--- config.mk ---
export PLATFORM = sky130hd
export DESIGN_NAME = pot_serial_command_decoder
export DESIGN_NICKNAME = d
export VERILOG_FILES = /design/src/rtl/pin_sync.v /design/src/rtl/cycle_timer.v /design/src/rtl/pot_serial_command_decoder.v
export VERILOG_INCLUDE_DIRS = /design/src /design/src/rtl
export SDC_FILE = /design/constraint.sdc
export NUM_CORES = 1
export LEC_CHECK = 0
export BUFFER_PORTS_ARGS = -buffer_cell sky130_fd_sc_hd__buf_2
export CORE_MARGIN = 2
export CORE_UTILIZATION = 45
export DETAILED_ROUTE_END_ITERATION = 7
export HOLD_SLACK_MARGIN = 0.06
export PLACE_DENSITY = 0.68
export SYNTH_ARGS = -nofsm -noshare
export SYNTH_HDL_FRONTEND = slang
export SYNTH_SLANG_ARGS = --single-unit
--- constraint.sdc ---
create_clock -name clock -period 2.7 [get_ports clock]
set_input_delay 0.54 -clock clock [delete_from_list [all_inputs] [get_ports clock]]
set_output_delay 0.54 -clock clock [all_outputs]
set_load 0.01 [all_outputs]
--- src/rtl/pot_cmd_defs.vh ---
// Constants for the serial potentiometer command decoder.
// Included by the decoder design file of the block only; definitions only.
`ifndef POT_CMD_DEFS_VH
`define POT_CMD_DEFS_VH

// Position register width and reset image
`define POS_W 10
`define NV_RESET_VAL 10'h000
`define NV_COUNT 4

// Frame bit counts
`define CNT_ID_DONE 6'h07
`define CNT_INSTR_DONE 6'h0F
`define LEN_SHORT 6'h10
`define LEN_LONG 6'h20

// Identification byte fields
`define ID_TYPE_HI 7
`define ID_TYPE_LO 4
`define ID_ADDR_HI 2
`define ID_ADDR_LO 1
`define ID_RW 0

// Instruction byte fields and codes
`define INS_OP_HI 7
`define INS_OP_LO 4
`define INS_SEL_HI 3
`define INS_SEL_LO 2
`define INS_RD_WIPER 8'h80
`define INS_WR_WIPER 8'hA0
`define INS_RD_STATUS 8'h41
`define OP_RD_NV 4'hA
`define OP_WR_NV 4'hC
`define OP_TRANSFER_TO_WIPER 4'hC
`define OP_TRANSFER_TO_NV 4'hE

// Command one-hot bit positions
`define CMD_W 7
`define C_RD_WIPER 0
`define C_WR_WIPER 1
`define C_RD_NV 2
`define C_WR_NV 3
`define C_TRANSFER_TO_WIPER 4
`define C_TRANSFER_TO_NV 5
`define C_RD_STATUS 6

// Timing
`define CLOCK_HZ 20000000
`define NV_WRITE_TIME_US 10000
`define WIPER_DELAY_NS 1000

// Synchroniser reset image {cs_n, sck, si, wp_n, pin_addr[1:0]}
`define SYNC_INIT 6'h24

`endif

--- src/rtl/pin_sync.v ---
// Three-stage synchroniser with agreement filter for asynchronous pins.
// Assumes one clock domain; the filtered level moves when stages two and three agree.
`timescale 1ns/1ps
`default_nettype none

module pin_sync #(
	parameter W = 6,
	parameter [W-1:0] INIT = {W{1'b0}}
) (
	input wire clock,
	input wire arst_n,
	input wire [W-1:0] pin_in,
	output wire [W-1:0] level
);

	genvar g;
	generate
		for (g = 0; g < W; g = g + 1)
		begin : bit_sync
			reg s1_q;
			reg s2_q;
			reg s3_q;
			reg lvl_q;
			always @(posedge clock or negedge arst_n)
			begin
				if (!arst_n)
				begin
					s1_q <= INIT[g];
					s2_q <= INIT[g];
					s3_q <= INIT[g];
					lvl_q <= INIT[g];
				end
				else
				begin
					s1_q <= pin_in[g];
					s2_q <= s1_q;
					s3_q <= s2_q;
					if (s2_q == s3_q)
						lvl_q <= s3_q;
				end
			end
			assign level[g] = lvl_q;
		end
	endgenerate

endmodule // pin_sync

`default_nettype wire

--- src/rtl/cycle_timer.v ---
// Retriggerable down-counter giving a busy level and an expiry pulse.
// Assumes start is a one-cycle pulse from logic on the same clock.
`timescale 1ns/1ps
`default_nettype none

module cycle_timer #(
	parameter integer CYCLES = 20
) (
	input wire clock,
	input wire arst_n,
	input wire start,
	output reg busy,
	output reg done
);

	localparam [31:0] LOAD = CYCLES - 1;
	reg [31:0] cnt_q;

	always @(posedge clock or negedge arst_n)
	begin
		if (!arst_n)
		begin
			cnt_q <= 32'h0;
			busy <= 1'b0;
			done <= 1'b0;
		end
		else
		begin
			done <= 1'b0;
			if (start)
			begin
				cnt_q <= LOAD;
				busy <= 1'b1;
			end
			else if (busy)
			begin
				if (cnt_q == 32'h0)
				begin
					busy <= 1'b0;
					done <= 1'b1;
				end
				else
					cnt_q <= cnt_q - 32'h1;
			end
		end
	end

endmodule // cycle_timer

`default_nettype wire

--- src/rtl/pot_serial_command_decoder.v ---
// Serial command decoder for one 1024-position potentiometer.
// Assumes SPI mode 0 pins sampled by a faster clock; nothing else on the bus.
`timescale 1ns/1ps
`default_nettype none

`include "pot_cmd_defs.vh"

module pot_serial_command_decoder #(
	parameter integer NV_WRITE_CYCLES = `NV_WRITE_TIME_US * (`CLOCK_HZ / 1000000),
	parameter [3:0] TYPE_CODE = 4'hA // Arbitrary value
) (
	input wire clock,
	input wire arst_n,
	input wire cs_n,
	input wire sck,
	input wire si,
	input wire wp_n,
	input wire [1:0] pin_addr,
	output reg so_out,
	output reg so_oe_n,
	output reg [`POS_W-1:0] wiper_pos,
	output wire write_in_progress
);

	localparam integer WIPER_DELAY_CYCLES = (`WIPER_DELAY_NS * (`CLOCK_HZ / 1000000) + 999) / 1000;

	localparam [4:0] ST_IDLE = 5'h01;
	localparam [4:0] ST_ID = 5'h02;
	localparam [4:0] ST_INSTR = 5'h04;
	localparam [4:0] ST_DATA = 5'h08;
	localparam [4:0] ST_SKIP = 5'h10;

	function [`CMD_W-1:0] decode_cmd;
		input rw;
		input [7:0] b;
		reg tail_ok;
		begin
			decode_cmd = {`CMD_W{1'b0}};
			tail_ok = (b[1:0] == 2'b00);
			if (rw && b == `INS_RD_WIPER)
				decode_cmd[`C_RD_WIPER] = 1'b1;
			if (!rw && b == `INS_WR_WIPER)
				decode_cmd[`C_WR_WIPER] = 1'b1;
			if (rw && tail_ok && b[`INS_OP_HI:`INS_OP_LO] == `OP_RD_NV)
				decode_cmd[`C_RD_NV] = 1'b1;
			if (!rw && tail_ok && b[`INS_OP_HI:`INS_OP_LO] == `OP_WR_NV)
				decode_cmd[`C_WR_NV] = 1'b1;
			if (rw && tail_ok && b[`INS_OP_HI:`INS_OP_LO] == `OP_TRANSFER_TO_WIPER)
				decode_cmd[`C_TRANSFER_TO_WIPER] = 1'b1;
			if (!rw && tail_ok && b[`INS_OP_HI:`INS_OP_LO] == `OP_TRANSFER_TO_NV)
				decode_cmd[`C_TRANSFER_TO_NV] = 1'b1;
			if (rw && b == `INS_RD_STATUS)
				decode_cmd[`C_RD_STATUS] = 1'b1;
		end
	endfunction

	function [5:0] cmd_len;
		input [`CMD_W-1:0] c;
		begin
			if (c[`C_TRANSFER_TO_WIPER] || c[`C_TRANSFER_TO_NV])
				cmd_len = `LEN_SHORT;
			else
				cmd_len = `LEN_LONG;
		end
	endfunction

	function loads_wiper;
		input [`CMD_W-1:0] c;
		begin
			loads_wiper = c[`C_WR_WIPER] | c[`C_TRANSFER_TO_WIPER];
		end
	endfunction

	function writes_nv;
		input [`CMD_W-1:0] c;
		begin
			writes_nv = c[`C_WR_NV] | c[`C_TRANSFER_TO_NV];
		end
	endfunction

	function reads_out;
		input [`CMD_W-1:0] c;
		begin
			reads_out = c[`C_RD_WIPER] | c[`C_RD_NV] | c[`C_RD_STATUS];
		end
	endfunction

	wire [5:0] pins_lvl;
	wire cs_n_f;
	wire sck_f;
	wire si_f;
	wire wp_n_f;
	wire [1:0] addr_f;

	pin_sync #(
		.W(6),
		.INIT(`SYNC_INIT)
	) u_sync (
		.clock(clock),
		.arst_n(arst_n),
		.pin_in({cs_n, sck, si, wp_n, pin_addr}),
		.level(pins_lvl)
	);

	assign cs_n_f = pins_lvl[5];
	assign sck_f = pins_lvl[4];
	assign si_f = pins_lvl[3];
	assign wp_n_f = pins_lvl[2];
	assign addr_f = pins_lvl[1:0];

	reg cs_prev_q;
	reg sck_prev_q;
	reg [4:0] state_q;
	reg [5:0] cnt_q;
	reg [7:0] byte_q;
	reg [15:0] data_q;
	reg [15:0] tx_q;
	reg [`CMD_W-1:0] cmd_q;
	reg [1:0] sel_q;
	reg rw_q;
	reg [`POS_W-1:0] wiper_reg_q;
	reg [`POS_W-1:0] nv_q [0:`NV_COUNT-1];
	reg recall_q;
	integer i;

	wire cs_fall = cs_prev_q & ~cs_n_f;
	wire cs_rise = ~cs_prev_q & cs_n_f;
	wire sck_rise = ~sck_prev_q & sck_f & ~cs_n_f;
	wire sck_fall = sck_prev_q & ~sck_f & ~cs_n_f;
	wire [7:0] byte_in = {byte_q[6:0], si_f};
	wire [`CMD_W-1:0] cmd_in = decode_cmd(rw_q, byte_in);
	wire frame_full = (state_q == ST_DATA) && (cnt_q == cmd_len(cmd_q));
	// Partial frames never commit; overlong frames still commit
	wire commit = cs_rise & frame_full;
	wire is_read = reads_out(cmd_q);
	wire nv_busy;
	// Refused writes leave the register untouched and start no busy time
	wire nv_ok = wp_n_f & ~nv_busy;
	wire nv_start = commit & nv_ok & writes_nv(cmd_q);
	wire wiper_load = commit & loads_wiper(cmd_q);
	wire wiper_done;

	assign write_in_progress = nv_busy;

	// Edge history of the filtered pins
	always @(posedge clock or negedge arst_n)
	begin
		if (!arst_n)
		begin
			cs_prev_q <= 1'b1;
			sck_prev_q <= 1'b0;
		end
		else
		begin
			cs_prev_q <= cs_n_f;
			sck_prev_q <= sck_f;
		end
	end

	// Frame sequencer
	always @(posedge clock or negedge arst_n)
	begin
		if (!arst_n)
		begin
			state_q <= ST_IDLE;
			cnt_q <= 6'h00;
			byte_q <= 8'h00;
			data_q <= 16'h0000;
			tx_q <= 16'h0000;
			cmd_q <= {`CMD_W{1'b0}};
			sel_q <= 2'b00;
			rw_q <= 1'b0;
		end
		else if (cs_fall)
		begin
			state_q <= ST_ID;
			cnt_q <= 6'h00;
			cmd_q <= {`CMD_W{1'b0}};
		end
		else if (cs_rise)
			state_q <= ST_IDLE;
		else if (sck_rise)
		begin
			case (state_q)
				ST_ID:
				begin
					byte_q <= byte_in;
					cnt_q <= cnt_q + 6'h01;
					if (cnt_q == `CNT_ID_DONE)
					begin
						rw_q <= byte_in[`ID_RW];
						if (byte_in[`ID_TYPE_HI:`ID_TYPE_LO] == TYPE_CODE &&
							byte_in[`ID_ADDR_HI:`ID_ADDR_LO] == addr_f)
							state_q <= ST_INSTR;
						else
							state_q <= ST_SKIP;
					end
				end
				ST_INSTR:
				begin
					byte_q <= byte_in;
					cnt_q <= cnt_q + 6'h01;
					if (cnt_q == `CNT_INSTR_DONE)
					begin
						cmd_q <= cmd_in;
						sel_q <= byte_in[`INS_SEL_HI:`INS_SEL_LO];
						if (cmd_in == {`CMD_W{1'b0}})
							state_q <= ST_SKIP;
						else
							state_q <= ST_DATA;
						// Read data frozen at the end of the instruction byte
						if (cmd_in[`C_RD_STATUS])
							tx_q <= {15'h0000, nv_busy};
						else if (cmd_in[`C_RD_NV])
							tx_q <= {6'h00, nv_q[byte_in[`INS_SEL_HI:`INS_SEL_LO]]};
						else
							tx_q <= {6'h00, wiper_reg_q};
					end
				end
				ST_DATA:
				begin
					if (cnt_q != cmd_len(cmd_q))
					begin
						cnt_q <= cnt_q + 6'h01;
						data_q <= {data_q[14:0], si_f};
					end
				end
				ST_SKIP:
					state_q <= ST_SKIP;
				ST_IDLE:
					state_q <= ST_IDLE;
				default:
					state_q <= ST_IDLE;
			endcase
		end
		else if (sck_fall && state_q == ST_DATA && is_read)
			tx_q <= {tx_q[14:0], 1'b0};
	end

	// Serial output, driven only during the data bytes of a read
	always @(posedge clock or negedge arst_n)
	begin
		if (!arst_n)
		begin
			so_out <= 1'b0;
			so_oe_n <= 1'b1;
		end
		else if (cs_n_f || state_q != ST_DATA || !is_read)
		begin
			so_out <= 1'b0;
			so_oe_n <= 1'b1;
		end
		else if (sck_fall && cnt_q != cmd_len(cmd_q))
		begin
			so_out <= tx_q[15];
			so_oe_n <= 1'b0;
		end
	end

	// Wiper register and non-volatile position registers
	always @(posedge clock or negedge arst_n)
	begin
		if (!arst_n)
		begin
			recall_q <= 1'b1;
			wiper_reg_q <= `NV_RESET_VAL;
			for (i = 0; i < `NV_COUNT; i = i + 1)
				nv_q[i] <= `NV_RESET_VAL;
		end
		else
		begin
			recall_q <= 1'b0;
			// Power-up recall takes the first clock after reset
			if (recall_q)
				wiper_reg_q <= nv_q[0];
			else if (wiper_load)
			begin
				if (cmd_q[`C_TRANSFER_TO_WIPER])
					wiper_reg_q <= nv_q[sel_q];
				else
					wiper_reg_q <= data_q[`POS_W-1:0];
			end
			if (nv_start)
			begin
				if (cmd_q[`C_TRANSFER_TO_NV])
					nv_q[sel_q] <= wiper_reg_q;
				else
					nv_q[sel_q] <= data_q[`POS_W-1:0];
			end
		end
	end

	cycle_timer #(
		.CYCLES(NV_WRITE_CYCLES)
	) u_nv_timer (
		.clock(clock),
		.arst_n(arst_n),
		.start(nv_start),
		.busy(nv_busy),
		.done()
	);

	cycle_timer #(
		.CYCLES(WIPER_DELAY_CYCLES)
	) u_wiper_timer (
		.clock(clock),
		.arst_n(arst_n),
		.start(wiper_load),
		.busy(),
		.done(wiper_done)
	);

	// Visible wiper follows the register after the response delay
	always @(posedge clock or negedge arst_n)
	begin
		if (!arst_n)
			wiper_pos <= `NV_RESET_VAL;
		else if (recall_q)
			wiper_pos <= nv_q[0];
		else if (wiper_done)
			wiper_pos <= wiper_reg_q;
	end

endmodule // pot_serial_command_decoder

`default_nettype wire

==> key figures <==
Global routing
  • Initial antenna violation count: 0
  • Vias in the first global route: 7069
  • Gr ovfl total: 0
  • GRT Total Usage: 0.1849
  • First-pass GRT wire length: 36850 µm
  • Maximum number of pins on one net before global-route repair: 61

Timing
  • Final setup fails: 0
  • Total Neg Setup Slack: 0 ns
  • Clock skew: 0.01046 ns
  • Hold Slack: 0.1220 ns
  • Ratio of final minimum period to clock period: 0.9467
  • Final Max Tran Viols: 0
  • Hold Fails Final Rpt: 0
  • Worst Max-Slew Pin Slew: 0.6791 ns
  • Tmin final: 2.556 ns
  • Fmax: 391.2 MHz
  • Relative slew slack: 0.5431
  • Unrepaired setup endpoints after global routing: no

Synth
  • Post-synth top cells: 198 x dfrtp_1, 91 x mux2_2, 52 x nand2_1
  • Area contributors post-synth: dfrtp_1 48%, mux2_2 9.9%, mux4_2 4.4%
  • Syn nets: 906
  • Prevailing post-synth register cell: dfrtp_1
  • Mean Syn Cell Area: 11.59 µm²
  • Sequential share of the synthesized area: 0.5108
  • Cell taking the most area after synthesis: dfrtp_1
  • Share of the synthesized area in the top cell type: 0.4802
  • EDFF count, synth: 0
  • Yosys cell types: 61
  • Seq cells post-synth: 210
  • Top-count cell post-synth: dfrtp_1
  • Syn Std Cell Area: 10320 µm²
  • Synthesis warning total: 0
  • Synth async-reset ratio: 1.000
  • Post-Syn Instances: 890

Final layout
  • Fillers: 1960
  • Multi-input logic area: 4806 µm²
  • Storage element area: 5270 µm²
  • Synth-to-layout area growth: 14.49%
  • Fin nets: 946
  • Non-Filler Instances: 1231
  • Fin util: 0.5233
  • Share of post-route cells with drive strength above 1: 0.2558
  • N_diodes: 0

Critical path
  • CP arrival: 2.99 ns
  • Worst setup EP type: flop
  • CP Class: reg2reg
  • CP Data Required Time: 3.14 ns
  • Startpoint Class: flop
  • Crit Path Max Fanout: 7
  • Reg-to-reg slack, setup: 0.14 ns

CTS
  • Clock insertion delay at the later pin of the skew report: 0.52 ns
  • Number of buffers created by CTS: 24
  • CTS H-tree lvls: 1
  • Clk slew on worst S/H paths: 0.06 ns
  • CTS tree: built
  • Clk buf depth: 3
  • Clock sinks: 210
  • Root Buffer: clkbuf_16

Floorplanning
  • DIE AREA: 24160 µm²
  • Chip width: 155.4 µm
  • I/O pins: 21
  • Initial Util: 0.4571
  • Height of the chip: 155.4 µm
  • Total core area: 22570 µm²
  • Cell Rows: 55

Routing
  • Routed WL per cell: 17.88 µm
  • Vias per inst: 5.938
  • 1st-pass router iterations: 5
  • ANT nets after route: 0
  • Total routed wirelength: 22010 µm
  • Vias: 7310
  • DRT iter0 DRCs: 346
  • DRC violations left: 0

Placed design
  • Port Buffer Count: 20
  • Post-DP HPWL: 14690 µm
  • Routability cong.: 0.8074
  • DP Cell Count: 1188

Power
  • Max VDD drop: 0.4357 mV
  • Cell Pwr Density: 590.3 nW/µm²
  • Leak: 0.005538 µW

Worst hold path
  • Worst Hold Class: in2reg

Run status
  • Status: complete, no violations

Run
  • Max cap viols: 0
-- path summary, 6_finish.rpt --
path | start | endpoint | cells after the start
max | u_nv_timer.cnt_q[4] | u_nv_timer.cnt_q[31] | 5
min | cs_n | u_sync.bit_sync[5].s1_q | 1
max reg2reg | u_nv_timer.cnt_q[4] | u_nv_timer.cnt_q[31] | 5
min reg2reg | u_sync.bit_sync[3].s1_q | u_sync.bit_sync[3].s2_q | 0
max in group asynchronous | arst_n | u_sync.bit_sync[2].lvl_q | 3
min in group asynchronous | arst_n | u_wiper_timer.cnt_q[25] | 2
-- power breakdown --
part           total [µW]  internal (µW)  switching (µW)  leakage, µW
Clock                3410           2140            1270     0.000408
Combinational         294            115             179      0.00228
Sequential           3270           3210            60.3      0.00285
Total                6970           5460            1510      0.00554
-- stage by stage --
stage,cell area [µm²],power (µW),setup slack (ns)
final,11810,6973,0.1439
after global placement,10960,3619,0.1158
after global routing,11810,7222,0.03495
after floorplan,10320,3478,0.1746
after CTS,11810,7059,0.04746
after detailed placement,10960,3623,0.09525
-- critical path, cell delays in order, from the launching register on --
cell and delay (ns):
dfrtp_1 0.40, or3_4 0.41, or4_1 0.54, or4_4 0.48, or4_1 0.48, a21oi_1 0.16
-- state kept, by name (all words and copies together) (netlist names), 2 cells and up --
register,count
tx_q,16
sel_q,2
cmd_q,7
state_q,5
wiper_pos,10
u_sync.bit_sync.s1_q,6
nv_q,40
u_wiper_timer.cnt_q,32
data_q,10
u_sync.bit_sync.s3_q,6
u_sync.bit_sync.lvl_q,6
wiper_reg_q,10
u_nv_timer.cnt_q,32
byte_q,7
u_sync.bit_sync.s2_q,6
cnt_q,6
-- cells by family (layout without fill, tap and decap cells) --
| family | count (synthesis) | in the layout | synth area share |
|---|---|---|---|
| AND/OR/NAND/NOR | 273 | 273 | 0.1512 |
| AO/OA/AOI/OAI | 177 | 177 | 0.1162 |
| other | 1 | 1 | 0.0003635 |
| XOR/XNOR | 13 | 13 | 0.01104 |
| buffers and inverters | 62 | 118 | 0.02377 |
| flip-flops | 210 | 210 | 0.5108 |
| multiplexers | 139 | 139 | 0.1701 |
| adder cells (fa/ha/maj) | 15 | 15 | 0.01649 |
-- cell usage in the layout (no fill, tap or decap), types with 4 or more instances in the layout --
master,Yosys,routed
o311ai_0,10,10
mux2_2,91,91
o21ai_0,39,39
xnor2_1,5,5
or4_1,32,31
a21oi_1,35,35
or3_1,32,32
o31ai_1,43,43
buf_2,4,19
buf_12,0,4
dfstp_2,12,12
a22o_1,6,6
ha_1,8,8
o211ai_1,8,8
nand3b_1,5,5
maj3_1,7,7
nor2_1,35,35
nor2b_1,13,13
clkbuf_16,0,25
xor2_1,8,8
clkbuf_1,43,5
and3_1,5,5
mux4_2,20,20
a211oi_1,12,12
nand4_1,6,6
nor4b_1,4,4
dfrtp_1,198,198
nor3b_1,7,7
or2_2,9,9
nand2b_1,5,5
buf_4,0,40
nand2_1,52,52
nor4_1,16,16
inv_1,11,11
nor3_1,12,12
mux2i_1,28,28
clkbuf_8,0,6
nand3_1,22,22
-- repair_timing --
item | in CTS | in global routing
buffers inserted | 0 | 0
endpoints found under the hold margin | 54 | 0
resized for setup | 0 | 1
setup endpoints to repair | 0 | 3
hold buffers | 1 | 0
-- per-layer routing --
layer	wire length [µm]	up-vias	track usage
met5	0	-	0
met2	10570	113	0.3055
met3	872	34	0.02758
li1	-	3454	-
met1	10140	3709	0.2573
met4	423	0	0.04806
-- cell type report --
type / count / area share
clock buffers: 36 / 0.06154
clock inverters: 6 / 0.009427
flip-flops and latches: 210 / 0.4461
well taps: 285 / 0.03019
inverters: 11 / 0.003495
repair buffers: 65 / 0.04237
multi-input cells: 618 / 0.4068
Note: power is estimated with default switching activity, not from simulation.
